`src/tprp_params.svh`:
```
// Constants for the tape reader/punch controller.
// Assumes inclusion by the controller module only.
`ifndef TPRP_PARAMS_SVH
`define TPRP_PARAMS_SVH
// Status bit positions; bit 8 of the byte is index 7 here.
`define TPRP_ST_OVERFLOW 7
`define TPRP_ST_STOPPED 4
`define TPRP_ST_BUSY 3
`define TPRP_ST_EXAMINE 2
`define TPRP_ST_UNAVAIL 0
// Command bit positions; bit 8 of the byte is index 7 here.
`define TPRP_CMD_DISABLE 7
`define TPRP_CMD_ENABLE 6
`define TPRP_CMD_STOP 5
`define TPRP_CMD_RUN 4
`define TPRP_CMD_STEP 3
`define TPRP_CMD_SLEW 2
`define TPRP_CMD_PUNCH 1
`define TPRP_CMD_READER 0
// Default device addresses.
`define TPRP_ADDR_READER_ONLY 8'h03
`define TPRP_ADDR_COMBINED 8'h13
// Out-of-tape timeout.
`define TPRP_FEED_TIMEOUT_US 10000
`define TPRP_CLK_MHZ 100
`define TPRP_FEED_TIMEOUT_CYC (`TPRP_FEED_TIMEOUT_US * `TPRP_CLK_MHZ)
`endif

```
`src/tprp_pkg.sv`:
```
// Types for the tape reader/punch controller.
// Assumes the parameter header is included alongside.
package tprp_pkg;
    typedef enum logic [1:0] {
        TPRP_IRQ_DISARMED,
        TPRP_IRQ_DISABLED,
        TPRP_IRQ_ENABLED
    } tprp_irq_mode_t;
    typedef enum logic [2:0] {
        TPRP_OP_NONE,
        TPRP_OP_COMMAND,
        TPRP_OP_STATUS,
        TPRP_OP_WRITE,
        TPRP_OP_READ,
        TPRP_OP_ACK
    } tprp_op_t;
endpackage : tprp_pkg

```
`src/tprp_ctrl.sv`:
```
// Paper tape reader/punch controller on a byte-wide processor I/O port.
// Assumes one-cycle op strobes from the processor side and synchronous
// reader/punch condition inputs.
//
// Functional notes
// - Initialize on reset only when reader ready.
// - Init disarms, sets stopped and examine flags.
// - Init: disarmed, stopped, step motion, reader.
// - Init loads busy from reader condition.
// - Mode change clears pending, then rechecks busy.
// - Status bits overflow, stopped, busy, examine, unavailable.
// - Command bits: disable,enable,stop,run,step,slew,punch,reader.
// - Disable plus enable disarms; nothing queued.
// - Disable alone queues but blocks requests.
// - Enable alone lets interrupts reach processor.
// - Overflow when new character overwrites untaken.
// - Overflow cleared on init, mode change, start.
// - Punch mode holds overflow, stopped, examine clear.
// - Reader unavailable: power, load, feed timeout.
// - Punch unavailable: power, voltage, load, chad.
// - Stopped flag set on halt, cleared moving.
// - Reader busy: buffer empty, load, unstable power.
// - Punch busy during punch cycle.
// - Examine is overflow OR stopped.
// - Step motion: each read advances one character.
// - Slew: run starts, stop halts tape.
// - Command, status, write, read transfers defined.
// - Acknowledge returns address and status.
// - Address 03 reader-only, 13 combined, parameter.
// - Busy to not-busy raises interrupt.
// - Unavailable rising edge raises interrupt.
// - Acknowledge and disarm clear pending interrupt.
`timescale 1ns/100ps
`include "tprp_params.svh"

module tprp_ctrl #(
    parameter bit PUNCH_FITTED = 1'b1,
    parameter logic [7:0] DEV_ADDR = PUNCH_FITTED ?
        `TPRP_ADDR_COMBINED : `TPRP_ADDR_READER_ONLY,
    parameter int FEED_TIMEOUT = `TPRP_FEED_TIMEOUT_CYC
) (
    input wire logic clk,
    input wire logic rst,
    input wire tprp_pkg::tprp_op_t op,
    input wire logic [7:0] op_data,
    output logic [7:0] op_rdata,
    output logic [7:0] ack_addr,
    output logic irq_req,
    input wire logic reader_power_ok,
    input wire logic reader_run,
    input wire logic reader_char_strobe,
    input wire logic [7:0] reader_char,
    input wire logic reader_feed_hole,
    output logic reader_drive,
    input wire logic punch_power_ok,
    input wire logic punch_volts_ok,
    input wire logic punch_run,
    input wire logic punch_chad_full,
    input wire logic punch_ready,
    output logic punch_strobe,
    output logic [7:0] punch_char
);
    import tprp_pkg::*;

    // A data-write only reaches the punch while the punch is selected.
    function automatic logic punch_take(tprp_op_t o, logic sel);
        return (o == TPRP_OP_WRITE) && sel;
    endfunction : punch_take

    // Maps the two interrupt bits of a command onto the armed state.
    // Both bits together disarm, and neither bit leaves the state alone.
    function automatic tprp_irq_mode_t irq_decode(logic dis, logic ena,
                                                  tprp_irq_mode_t cur);
        tprp_irq_mode_t m;
        m = cur;
        if (dis && ena) begin
            m = TPRP_IRQ_DISARMED;
        end else if (dis) begin
            m = TPRP_IRQ_DISABLED;
        end else if (ena) begin
            m = TPRP_IRQ_ENABLED;
        end
        return m;
    endfunction : irq_decode

    // Packs the status byte. Reader-only flags read clear in punch mode,
    // even in the first cycle after a mode change before they settle.
    function automatic logic [7:0] status_pack(logic ovf, logic stp,
                                               logic unit_busy_flag, logic exm,
                                               logic unv, logic pun);
        logic [7:0] s;
        s = 8'h00;
        s[`TPRP_ST_OVERFLOW] = ovf && !pun;
        s[`TPRP_ST_STOPPED] = stp && !pun;
        s[`TPRP_ST_BUSY] = unit_busy_flag;
        s[`TPRP_ST_EXAMINE] = exm && !pun;
        s[`TPRP_ST_UNAVAIL] = unv;
        return s;
    endfunction : status_pack

    // ======================================================
    // Command state
    // ======================================================
    tprp_irq_mode_t irq_mode_r;
    logic run_r;
    logic slew_r;
    logic punch_sel_r;
    logic pending_r;
    logic overflow_r;
    logic stopped_r;
    logic buf_full_r;
    logic [7:0] buf_r;
    logic step_go_r;
    logic busy_prev_r;
    logic unavail_prev_r;
    logic [31:0] feed_cnt_r;
    logic feed_timeout_r;

    logic init;
    logic cmd;
    logic mode_change;
    logic new_punch;
    logic busy;
    logic unavail;
    logic examine;
    logic [7:0] status;

    // Initialization needs the reader powered and in run. A reset request
    // with the reader down leaves every register untouched, so the state
    // that software set up survives a stray initialize.
    assign init = rst && reader_power_ok && reader_run;
    assign cmd = (op == TPRP_OP_COMMAND);
    // A mode change needs exactly one unit bit. A punch request on a
    // reader-only build is ignored so that the reader stays selected.
    assign new_punch = op_data[`TPRP_CMD_PUNCH] && PUNCH_FITTED;
    assign mode_change = cmd &&
        (op_data[`TPRP_CMD_PUNCH] ^ op_data[`TPRP_CMD_READER]) &&
        (new_punch != punch_sel_r);

    // The interrupt mode only moves on init or a command; a command without either
    // interrupt bit keeps the mode that software chose earlier.
    always_ff @(posedge clk) begin
        if (init) begin
            irq_mode_r <= TPRP_IRQ_DISARMED;
        end else if (cmd) begin
            irq_mode_r <= irq_decode(op_data[`TPRP_CMD_DISABLE],
                                     op_data[`TPRP_CMD_ENABLE], irq_mode_r);
        end
    end

    // Stop wins over run when both are set, so a confused command byte
    // halts the tape rather than leaving it moving unattended.
    // Slew wins over step in the same way.

    always_ff @(posedge clk) begin
        if (init) begin
            run_r <= 1'b0;
            slew_r <= 1'b0;
            punch_sel_r <= 1'b0;
        end else if (cmd) begin
            if (op_data[`TPRP_CMD_STOP]) begin
                run_r <= 1'b0;
            end else if (op_data[`TPRP_CMD_RUN]) begin
                run_r <= 1'b1;
            end
            if (op_data[`TPRP_CMD_SLEW]) begin
                slew_r <= 1'b1;
            end else if (op_data[`TPRP_CMD_STEP]) begin
                slew_r <= 1'b0;
            end
            if (mode_change) begin
                punch_sel_r <= new_punch;
            end
        end
    end

    // ======================================================
    // Reader motion and character buffer
    // ======================================================
    logic read_op;
    logic moving;
    assign read_op = (op == TPRP_OP_READ) && !punch_sel_r;
    assign moving = !punch_sel_r && run_r && (slew_r || step_go_r);
    assign reader_drive = moving;

    // In step motion a read starts the tape and the next sensed character
    // stops it. Leaving run, entering slew or selecting the punch drops
    // a half-done step so that it cannot resume later on its own.
    always_ff @(posedge clk) begin
        if (init || !run_r || slew_r || punch_sel_r) begin
            step_go_r <= 1'b0;
        end else if (read_op) begin
            step_go_r <= 1'b1;
        end else if (reader_char_strobe) begin
            step_go_r <= 1'b0;
        end
    end

    // A character arriving in the same cycle as a read refills the buffer;
    // the read still returns the older character, so nothing is lost.
    // Characters are only taken while the tape is driven.
    always_ff @(posedge clk) begin
        if (init) begin
            buf_full_r <= 1'b0;
            buf_r <= 8'h00;
        end else if (reader_char_strobe && moving) begin
            buf_full_r <= 1'b1;
            buf_r <= reader_char;
        end else if (read_op) begin
            buf_full_r <= 1'b0;
        end
    end

    // Overflow is only set by a character landing on an untaken one, which
    // needs continuous motion. Clearing on a run command from a stopped
    // reader gives software a clean start after recovering from overflow.
    always_ff @(posedge clk) begin
        if (init || mode_change || punch_sel_r) begin
            overflow_r <= 1'b0;
        end else if (cmd && op_data[`TPRP_CMD_RUN] &&
                     !op_data[`TPRP_CMD_STOP] && !run_r) begin
            overflow_r <= 1'b0;
        end else if (reader_char_strobe && moving && buf_full_r &&
                     !read_op) begin
            overflow_r <= 1'b1;
        end
    end

    // The stopped flag follows the drive request one cycle late, so it
    // reads set whenever the reader is selected and its tape is at rest on a character.
    always_ff @(posedge clk) begin
        if (init) begin
            stopped_r <= 1'b1;
        end else if (punch_sel_r) begin
            stopped_r <= 1'b0;
        end else if (moving) begin
            stopped_r <= 1'b0;
        end else begin
            stopped_r <= 1'b1;
        end
    end

    // The feed watchdog only runs while the tape is driven. A timeout is
    // held while the tape is at rest so that software can still see the
    // out-of-tape condition, and it clears at the next sensed feed hole.
    always_ff @(posedge clk) begin
        if (init || !moving || reader_feed_hole) begin
            feed_cnt_r <= '0;
            feed_timeout_r <= init ? 1'b0 : (feed_timeout_r && !moving);
        end else if (feed_cnt_r >= 32'(FEED_TIMEOUT - 1)) begin
            feed_timeout_r <= 1'b1;
        end else begin
            feed_cnt_r <= feed_cnt_r + 32'd1;
        end
    end

    // ======================================================
    // Punch path
    // ======================================================
    // The punch strobe lasts one cycle; the character stays on its lines
    // until the next write so that a slow punch can latch it late.
    always_ff @(posedge clk) begin
        if (init) begin
            punch_strobe <= 1'b0;
            punch_char <= 8'h00;
        end else begin
            punch_strobe <= punch_take(op, punch_sel_r);
            if (punch_take(op, punch_sel_r)) begin
                punch_char <= op_data;
            end
        end
    end

    // ======================================================
    // Status byte
    // ======================================================
    // Busy and unavailable come from the selected unit only. The strobe
    // cycle counts as busy so that back-to-back writes see the punch busy.
    always_comb begin
        if (punch_sel_r) begin
            busy = !punch_ready || punch_strobe;
            unavail = !punch_power_ok || !punch_volts_ok ||
                      !punch_run || punch_chad_full;
        end else begin
            busy = !buf_full_r || !reader_run || !reader_power_ok;
            unavail = !reader_power_ok || !reader_run ||
                      feed_timeout_r;
        end
    end

    assign examine = overflow_r || stopped_r;
    always_comb begin
        status = status_pack(overflow_r, stopped_r, busy, examine, unavail,
                             punch_sel_r);
    end

    // ======================================================
    // Interrupts
    // ======================================================
    // Forcing the busy history high on a mode change makes a new unit that
    // is already free look like a busy-to-free edge in the next cycle,
    // which raises the mode-change interrupt.
    always_ff @(posedge clk) begin
        if (init) begin
            busy_prev_r <= 1'b1;
            unavail_prev_r <= 1'b0;
        end else begin
            busy_prev_r <= mode_change ? 1'b1 : busy;
            unavail_prev_r <= unavail;
        end
    end

    // A new event in the acknowledge cycle stays pending, so an edge is
    // never swallowed by an acknowledge meant for the previous one.
    // While disarmed nothing is queued at all.
    always_ff @(posedge clk) begin
        if (init || mode_change) begin
            pending_r <= 1'b0;
        end else if (irq_mode_r == TPRP_IRQ_DISARMED) begin
            pending_r <= 1'b0;
        end else if ((busy_prev_r && !busy) ||
                     (!unavail_prev_r && unavail)) begin
            pending_r <= 1'b1;
        end else if (op == TPRP_OP_ACK) begin
            pending_r <= 1'b0;
        end
    end

    assign irq_req = pending_r && (irq_mode_r == TPRP_IRQ_ENABLED);

    // Read data and the acknowledge address hold until the next transfer
    // that returns data, so the processor may sample them late.
    always_ff @(posedge clk) begin
        if (init) begin
            op_rdata <= 8'h00;
            ack_addr <= 8'h00;
        end else begin
            unique case (op)
                TPRP_OP_STATUS: op_rdata <= status;
                TPRP_OP_READ: op_rdata <= buf_r;
                TPRP_OP_ACK: begin
                    op_rdata <= status;
                    ack_addr <= DEV_ADDR;
                end
                default: op_rdata <= op_rdata;
            endcase
        end
    end
endmodule : tprp_ctrl

```
`config.mk`:
```
export PLATFORM = sky130hd
export DESIGN_NAME = tprp_ctrl
export DESIGN_NICKNAME = d
export VERILOG_FILES = /design/src/tprp_pkg.sv /design/src/tprp_ctrl.sv
export VERILOG_INCLUDE_DIRS = /design/src
export SDC_FILE = /design/constraint.sdc
export NUM_CORES = 1
export LEC_CHECK = 0
export ABC_AREA = 1
export ABC_CLOCK_PERIOD_IN_PS = 1700
export BUFFER_PORTS_ARGS = -buffer_cell sky130_fd_sc_hd__clkbuf_2
export CELL_PAD_IN_SITES_DETAIL_PLACEMENT = 1
export CELL_PAD_IN_SITES_GLOBAL_PLACEMENT = 1
export CORE_ASPECT_RATIO = 0.9
export CORE_MARGIN = 5
export CORE_UTILIZATION = 35
export DETAILED_ROUTE_END_ITERATION = 10
export GPL_ROUTABILITY_DRIVEN = 1
export HOLD_SLACK_MARGIN = 0.08
export MAX_ROUTING_LAYER = met4
export PLACE_DENSITY = 0.82
export SYNTH_ARGS = -nofsm -noshare
export SYNTH_HDL_FRONTEND = slang
export SYNTH_SLANG_ARGS = --single-unit
```
`constraint.sdc`:
```
create_clock -name clk -period 1.7 [get_ports clk]
set_clock_uncertainty 0.05 [all_clocks]
set_input_delay 0.085 -clock clk [delete_from_list [all_inputs] [get_ports clk]]
set_output_delay 0.085 -clock clk [all_outputs]
set_load 0.05 [all_outputs]
```
==> flow_summary.yaml, run 1 <==
outcome:
  outcome: "completed"
logic_synthesis:
  seq_area_frac_synth_pct: 45.4
  synth_warnings: 0
  syn_area_per_cell_um2: 6.93
  ys_ff_latch: 71
  ys_types: 28
  syn_inst: 455
  synth_area_mm2: 0.00315
global_routing:
  grt_pass1_wl_mm: 15.5
  grt_max_degree: 19
  antenna_found_initial: 0
  grt_pass1_vias: 3435
  gr-total-overflow: 0
  track_usage_pct: 18.1
cells_and_area:
  n_fill_cell: 1138
  area_delta_synth_final_pct: 28.6
  multi_input_area_mm2: 0.00144
  num-nets-final: 574
  drive_above_1_share_pct: 19.5
  layout_commonest_cell: "nor2_1"
  final_util_pct: 46.7
  diodes: 0
  seqCellArea_mm2: 0.00144
  final_cell_mix: "nor2_1 (91), nand2_1 (84), dfxtp_1 (66)"
detailed_routing:
  top_layer_used: "met4"
  drtAntennaViolNets: 0
  viasPerCell: 4.84
  routedWlPerCell_um: 13.7
  drtIter0Drc: 83
  drc: 0
  vias: 3229
  first_pass_iters: 4
  wl_met2_mm: 4.69
  wl_met1_mm: 4.07
  routed-wl-met3_um: 297
  wl_mm: 9.17
placement:
  place_ws_ps: 36.1
  hpwl_mm: 6.36
  globalplace.congestion: 0.830
  port_buffers: 51
timing:
  finalCritPeriodShare_pct: 93.9
  setup_violations: 0
  drv_slew: 0
  clock.fmax_ghz: 0.627
  setup_slack_ps: 104
  fin_crit_ps: 1600
  rsz0062_at_grt: "true"
  final_hold_viol_count: 0
critical_path:
  crit_path_max_fanout: 12
  crit_required_ps: 1560
  cpLargestDelayFamily: "buffers and inverters"
  critPathSlowestCell: "dfxtp_1"
  critPathBufInv: 3
  cp_cell_sequence: "inv_2 -> nand2_1 -> nor2_2 -> buf_4 -> clkbuf_2"
  end_kind: "output port"
  crit_type: "reg2out"
  critPathArrivalTime_ps: 1460
  worstSetupStartpointType: "flop"
  cp_slowest_stage_delay_ps: 330
floorplanning:
  rows: 32
  die_h_um: 100
  ioPinCount: 57
  die_w_um: 110
  dieArea_mm2: 0.0110
  core_area_mm2: 0.00869
  initial_core_util_pct: 36.3
run:
  cap_viol_max_count: 0
cts:
  h-tree-depth: 3
  cts_sinks: 71
  cts_root_buf: "clkbuf_8"
  tritoncts.num_buffers: 9
  cts_tree: "done"
  clk_path_buf_depth: 2
  clk_pin_slew_ps: 90
  insertion_delay_ps: 350
pwr:
  p_per_area_mw_per_mm2: 1010
  leakage_nw: 1.69
  finalPower_mw: 4.09
  vdd_ir_drop_max_uv: 554
min_path:
  hold_class: "in2reg"
-- tightest hold or removal path, cell delays in order --
cell,delay (ps)
clkbuf_2,190
nand3_1,120
a21oi_1,60
-- layout make-up --
class | count | share of cell area (%)
well taps | 119 | 3.67
repair buffers | 94 | 15.8
clock inverters | 5 | 1.54
multi-input cells | 319 | 35.4
flip-flops and latches | 71 | 35.4
inverters | 48 | 4.44
clock buffers | 11 | 3.73
-- synthesized netlist by cell type --
| cell | instances | area share, % |
|---|---|---|
| dfxtp_1 | 70 | 44 |
| a31oi_1 | 3 | 0.60 |
| nand2_2 | 1 | 0.20 |
| inv_1 | 41 | 4.9 |
| nor2_1 | 92 | 11 |
| nor2_4 | 1 | 0.36 |
| clkbuf_1 | 4 | 0.48 |
| o21ai_0 | 20 | 3.2 |
| nand4_1 | 4 | 0.79 |
| clkinv_1 | 1 | 0.12 |
| nor3_1 | 9 | 1.4 |
| o31ai_1 | 1 | 0.24 |
| nand3_1 | 40 | 6.3 |
| nand2_1 | 86 | 10 |
| buf_2 | 6 | 0.95 |
| inv_2 | 6 | 0.71 |
| nor3_2 | 2 | 0.63 |
| buf_6 | 3 | 1.1 |
| a211oi_1 | 4 | 0.95 |
| a21oi_1 | 45 | 7.1 |
| nand3b_1 | 2 | 0.48 |
| buf_1 | 1 | 0.12 |
| conb_1 | 1 | 0.12 |
| ha_1 | 1 | 0.40 |
| nor4_1 | 2 | 0.40 |
| buf_4 | 7 | 1.7 |
| edfxtp_1 | 1 | 0.95 |
| nor2_2 | 1 | 0.20 |
-- state kept, by name, summed over array words and instances (netlist names), 2 cells and up --
register,flops
buf_r,8
punch_char,8
irq_mode_r,2
op_rdata,8
feed_cnt_r,32
-- where the power goes --
group | switching, mW | internal [mW] | total (mW) | leakage (nW)
combinational | 0.532 | 0.224 | 0.757 | 0.992
sequential | 0.0770 | 1.80 | 1.88 | 0.584
clock | 0.677 | 0.773 | 1.45 | 0.111
total | 1.29 | 2.80 | 4.09 | 1.69
-- repair_timing --
action                                 in CTS  in global routing
endpoints found under the hold margin      26                  0
setup buffers                               0                  1
gates resized for setup                     0                 11
setup endpoints to repair                   0                 21
hold buffers                               22                  0
-- through the flow --
step,hold WS (ps),cell area (um2),TNS (ps),cells
after floorplan,131,3170,0,459
after global placement,251,3580,0,627
after global routing,109,4060,-5.32,667
after detailed placement,260,3580,0,627
final,107,4060,0,667
after CTS,81.7,4020,0,665
-- logic make-up (layout without fill, tap and decap cells) --
kind of cell / count (synthesis) / after routing / share of synthesized area [%]
other: 1 / 5 / 0.119
AO/OA/AOI/OAI: 73 / 73 / 12.1
AND/OR/NAND/NOR: 240 / 240 / 32.0
flip-flops: 71 / 71 / 45.4
adder cells (fa/ha/maj): 1 / 1 / 0.397
buffers and inverters: 69 / 158 / 10.0
-- metal layers --
layer / track usage, % / vias to the layer above
met4: 5.47 / 0
met1: 20.4 / 1536
met3: 4.24 / 10
met5: - / -
li1: - / 1628
met2: 31.6 / 55
-- worst paths after layout --
path / slack [ps] / cells past startpoint / startpoint / endpoint
setup / recovery: 100 / 5 / punch_sel_r / reader_drive
hold reg to reg: 380 / 2 / feed_cnt_r[26] / feed_cnt_r[26]
setup reg to reg: 120 / 8 / punch_sel_r / overflow_r
hold / removal: 110 / 3 / reader_char_strobe / buf_r[4]
Note: power is estimated with default switching activity, not from simulation.
==> inputs of run 2 (changes only) <==
--- a/config.mk
+++ b/config.mk
@@ -16,6 +16,7 @@
 export CORE_UTILIZATION = 35
 export DETAILED_ROUTE_END_ITERATION = 10
 export GPL_ROUTABILITY_DRIVEN = 1
+export GPL_TIMING_DRIVEN = 0
 export HOLD_SLACK_MARGIN = 0.08
 export MAX_ROUTING_LAYER = met4
 export PLACE_DENSITY = 0.82
==> flow_summary.yaml, run 2 (synthesis gave the netlist of run 1 again) <==
outcome:
  outcome: "completed"
critical_path:
  critPathArrivalTime_ps: 1690
  critPathBufInv: 3
  cp_common_cell: "nand2_2"
  end_kind: "flop"
  crit_type: "reg2reg"
  critPathSlowestCell: "dfxtp_2"
  crit_path_max_fanout: 9
  cp_cell_sequence: "ha_4 -> inv_2 -> nor2_4 -> nand2_2 -> nand2_2 -> nand2_1 -> nand2_1 -> nand2_2 -> buf_8 -> buf_8 -> nand3_2"
  cp_slowest_stage_delay_ps: 370
  worstSetupStartpointType: "flop"
  cpLargestDelayFamily: "simple AND/OR/NAND/NOR gates"
  crit_required_ps: 1720
global_routing:
  global_route.peak_usage_layer: "met2"
  grt_pass1_wl_mm: 16.0
  grt_pass1_vias: 3513
  use_met2_pct: 33.8
  track_usage_pct: 18.7
  grt_max_degree: 14
  grt_util_met1_pct: 20.4
  gr-total-overflow: 0
  antenna_found_initial: 0
  met3_usage_pct: 4.63
cells_and_area:
  n_fill_cell: 1144
  final_cell_mix: "nor2_1 (87), nand2_1 (82), dfxtp_1 (66)"
  largest_register_ff_count: 32
  multi_input_area_mm2: 0.00151
  regMostFlops: "feed_cnt_r"
  area_delta_synth_final_pct: 32.2
  diodes: 0
  layout_commonest_cell: "nor2_1"
  final_cells: 673
  finalInstanceArea_mm2: 0.00417
  num-nets-final: 580
  drive_above_1_share_pct: 22.6
  seqCellArea_mm2: 0.00144
timing:
  fin_crit_ps: 1670
  setup_tns_ps: 0
  worst_pin_slew_ps: 700
  finalCritPeriodShare_pct: 98.0
  slew_headroom_pct: 53.1
  final_hold_viol_count: 0
  setup_violations: 0
  drv_slew: 0
  clock.fmax_ghz: 0.600
  rsz0062_at_grt: "true"
floorplanning:
  die_h_um: 100
  core_area_mm2: 0.00869
  dieArea_mm2: 0.0110
  ioPinCount: 57
  rows: 32
  initial_core_util_pct: 36.3
  die_w_um: 110
placement:
  globalplace.congestion: 0.831
  place_inst: 628
  hpwl_mm: 6.78
  placed_area_mm2: 0.00357
  port_buffers: 50
min_path:
  hold_class: "in2reg"
detailed_routing:
  drtIter0Drc: 94
  drtAntennaViolNets: 0
  routedWlPerCell_um: 14.5
  wl_mm: 9.78
  vias: 3321
  first_pass_iters: 4
  viasPerCell: 4.93
  drc: 0
pwr:
  p_per_area_mw_per_mm2: 925
  finalPower_mw: 3.86
  leakage_nw: 1.71
  vdd_ir_drop_max_uv: 554
cts:
  tritoncts.num_buffers: 9
  clk_path_buf_depth: 2
  clk_pin_slew_ps: 80
  cts_root_buf: "clkbuf_8"
  cts_tree: "done"
  insertion_delay_ps: 350
  h-tree-depth: 3
  cts_sinks: 71
run:
  cap_viol_max_count: 0
run 2: cell count changes in the layout (fill, tap and decap cells not counted), sizes merged:
cell / change
bufinv: -1
clkinv: +2
clkinvlp: +1
buf: +1
clkbuf: +3
dlygate4sd3: +1
inv: -1
run 2: where the power goes:
part           internal (mW)  leakage [nW]  switching [mW]
Clock                  0.538        0.0870           0.676
Combinational          0.236          1.04           0.527
Sequential              1.80         0.584          0.0805
run 2: what timing repair did:
| action | CTS | global route |
|---|---|---|
| setup buffers | 4 | 1 |
| gates cloned | 0 | 1 |
| endpoints found under the hold margin | 29 | 0 |
| setup endpoints to repair | 16 | 28 |
| pin swaps | 2 | 5 |
| gates resized for setup | 9 | 31 |
| hold buffers | 23 | 0 |
run 2: worst register-to-register path: cells and delay by family, from the launching register on:
kind / cells / cell delay, ps
DFF: 1 / 370
adders and majority gates: 1 / 140
and+or+nand+nor: 7 / 510
buffers and inverters: 3 / 330
run 2: per-stage QoR:
step / setup WS, ps / hold slack [ps] / utilization [%]
after floorplan: 125 / 131 / -
after global routing: -92.1 / 142 / 48.0
after global placement: -65.5 / 254 / 41.1
after detailed placement: -98.6 / 259 / 41.1
final: 34.3 / 114 / 48.0
after CTS: 0.731 / 90.9 / 46.3
run 2: final timing paths:
kind,start,endpoint,slack (ps),cells after the start
min,rst,op_rdata[2],110,4
max reg2reg,feed_cnt_r[1],feed_timeout_r,30,11
max,feed_cnt_r[1],feed_timeout_r,30,11
min reg2reg,feed_cnt_r[30],feed_cnt_r[30],380,2
run 2: cell type report:
cell class / instances / share of cell area (%)
Tap cell: 119 / 3.57
Sequential cell: 71 / 34.5
Buffer: 21 / 3.78
Multi-Input combinational cell: 319 / 36.2
Clock buffer: 10 / 3.06
Clock inverter: 6 / 1.05
Inverter: 48 / 4.32
Timing Repair Buffer: 79 / 13.5
run 2: layer usage:
metal	up-vias	routed length [um]
li1	1645	-
met1	1599	4100
met2	65	5210
met3	12	355
met4	0	110
met5	-	0
==> inputs of run 3 (changes only) <==
--- a/config.mk
+++ b/config.mk
@@ -6,20 +6,19 @@
 export SDC_FILE = /design/constraint.sdc
 export NUM_CORES = 1
 export LEC_CHECK = 0
-export ABC_AREA = 1
 export ABC_CLOCK_PERIOD_IN_PS = 1700
 export BUFFER_PORTS_ARGS = -buffer_cell sky130_fd_sc_hd__clkbuf_2
 export CELL_PAD_IN_SITES_DETAIL_PLACEMENT = 1
 export CELL_PAD_IN_SITES_GLOBAL_PLACEMENT = 1
 export CORE_ASPECT_RATIO = 0.9
 export CORE_MARGIN = 5
-export CORE_UTILIZATION = 35
+export CORE_UTILIZATION = 36
 export DETAILED_ROUTE_END_ITERATION = 10
 export GPL_ROUTABILITY_DRIVEN = 1
 export GPL_TIMING_DRIVEN = 0
 export HOLD_SLACK_MARGIN = 0.08
 export MAX_ROUTING_LAYER = met4
-export PLACE_DENSITY = 0.82
+export PLACE_DENSITY = 0.81
 export SYNTH_ARGS = -nofsm -noshare
 export SYNTH_HDL_FRONTEND = slang
 export SYNTH_SLANG_ARGS = --single-unit
==> flow_summary.yaml, run 3 <==
outcome:
  outcome: "finished, violations left"
  violations: "negative setup slack"
cts:
  clk_pin_slew_ps: 90
  cts_sinks: 71
  cts_root_buf: "clkbuf_8"
  insertion_delay_ps: 360
  cts_tree: "done"
  h-tree-depth: 3
  tritoncts.num_buffers: 9
  clk_path_buf_depth: 2
logic_synthesis:
  synth_common_cells: "dfxtp_1 (70), nand2_1 (56), a21oi_1 (42), nor2_1 (33), nand3_1 (19)"
  ys_ff_latch: 71
  ys.flop_type: "dfxtp_1"
  synth_warnings: 0
  syn_area_per_cell_um2: 8.39
  seq_area_frac_synth_pct: 47.6
  yosysMostFrequentCell: "dfxtp_1"
  synth_top_area_share_pct: 46.6
  synth_largest_area_cell: "dfxtp_1"
  syn_inst: 358
  synth_area_mm2: 0.00301
  synthTopCellsByArea: "dfxtp_1 (47%), a21oi_1 (7.0%), nand2_1 (7.0%)"
  synthArstFlopShare_pct: 0
  synth_edf_count: 1
  ys_types: 49
detailed_routing:
  drtAntennaViolNets: 0
  viasPerCell: 5.49
  drtIter0Drc: 153
  vias: 3065
  routedWlPerCell_um: 18.4
  drc: 0
  wl_mm: 10.3
  first_pass_iters: 6
cells_and_area:
  final_cell_mix: "dfxtp_1 (58), nand2_1 (56), clkbuf_2 (50)"
  multi_input_area_mm2: 0.00163
  layout_commonest_cell: "dfxtp_1"
  diodes: 0
  n_fill_cell: 967
  finalInstanceArea_mm2: 0.00411
  seqCellArea_mm2: 0.00145
  final_util_pct: 50.7
  regMostFlops: "feed_cnt_r"
  drive_above_1_share_pct: 27.2
  area_delta_synth_final_pct: 36.7
  num-nets-final: 485
  largest_register_ff_count: 32
min_path:
  hold_class: "in2reg"
  hold_depth: 3
floorplanning:
  die_w_um: 106
  core_area_mm2: 0.00811
  die_h_um: 96.7
  dieArea_mm2: 0.0103
  ioPinCount: 57
  rows: 31
  initial_core_util_pct: 37.1
timing:
  finalCritPeriodShare_pct: 119
  holdWs_ps: 115
  drv_slew: 0
  fin_crit_ps: 2030
  setup_slack_ps: -327
  worst_pin_slew_ps: 585
  slew_headroom_pct: 60.0
  rsz0062_at_grt: "true"
  clock.fmax_ghz: 0.493
  setup_violations: 21
  final_hold_viol_count: 0
critical_path:
  crit_path_max_fanout: 5
  crit_required_ps: 1900
  rr_worst_depth: 6
  crit_type: "reg2reg"
  end_kind: "flop"
  critPathArrivalTime_ps: 2230
  worstSetupStartpointType: "flop"
pwr:
  leakage_nw: 1.58
  finalPower_mw: 3.97
  p_per_area_mw_per_mm2: 966
  vdd_ir_drop_max_uv: 531
placement:
  hpwl_mm: 6.14
  port_buffers: 50
  placed_area_mm2: 0.00348
  globalplace.congestion: 0.799
global_routing:
  gr-total-overflow: 0
  grt_max_degree: 13
  grt_pass1_wl_mm: 15.9
  antenna_found_initial: 0
  grt_pass1_vias: 3205
  track_usage_pct: 19.9
run:
  cap_viol_max_count: 0
[run 3: where the power goes]
group	total, mW	internal (mW)	switching, mW
Clock	1.39	0.711	0.681
Combinational	0.713	0.224	0.489
Sequential	1.86	1.78	0.0822
Total	3.97	2.72	1.25
[run 3: kinds of logic after synthesis]
kind of cell	count (synthesis)	synth area share [%]
adder cells (fa/ha/maj)	1	0.416
XOR/XNOR	5	1.46
multiplexers	4	1.37
AO/OA/AOI/OAI	81	16.5
AND/OR/NAND/NOR	168	28.0
buffers and inverters	27	4.50
other	1	0.125
flip-flops	71	47.6
[run 3: what timing repair did]
item | in CTS | in global routing
resized for setup | 18 | 16
gates cloned | 1 | 0
pin swaps | 9 | 10
setup endpoints to repair | 34 | 31
hold buffers | 20 | 0
hold endpoints to repair | 24 | 0
setup buffers | 5 | 5
[run 3: path summary, 6_finish.rpt]
check	start	end	slack, ps
min	op[1]	punch_strobe	110
max	feed_cnt_r[31]	feed_cnt_r[2]	-330
min reg2reg	buf_r[1]	op_rdata[1]	410
max reg2reg	feed_cnt_r[31]	feed_cnt_r[2]	-330
[run 3: area by class of cell]
| cell class | count | share of cell area [%] |
|---|---|---|
| Sequential cell | 71 | 35.2 |
| Clock inverter | 6 | 1.43 |
| Multi-Input combinational cell | 264 | 39.7 |
| Timing Repair Buffer | 81 | 13.8 |
| Buffer | 21 | 3.01 |
| Inverter | 6 | 0.548 |
| Tap cell | 99 | 3.01 |
| Clock buffer | 10 | 3.35 |
[run 3: worst max-delay path, cell delays in order (launching register included)]
cell	delay, ps
dfxtp_2	340
nor4_4	340
buf_4	160
nand3_1	120
a211oi_2	480
a21oi_1	200
a31o_1	230
[run 3: per-layer routing]
| metal | wire (um) | vias to the layer above | part of all wire (%) | GRT usage [%] |
|---|---|---|---|---|
| li1 | - | 1450 | - | - |
| met4 | 267 | 0 | 2.6 | 6.77 |
| met1 | 4150 | 1494 | 40 | 21.3 |
| met2 | 5410 | 91 | 53 | 34.8 |
| met5 | 0 | - | 0 | - |
| met3 | 440 | 30 | 4.3 | 5.99 |
[run 3: stage by stage]
step	cells	TNS, ps	setup WS, ps
finish	558	-4440	-327
global route	558	-6190	-394
CTS	553	-4980	-283
detailed placement	511	-7360	-425
global placement	511	-5450	-324
floorplan	362	-462	-64.5
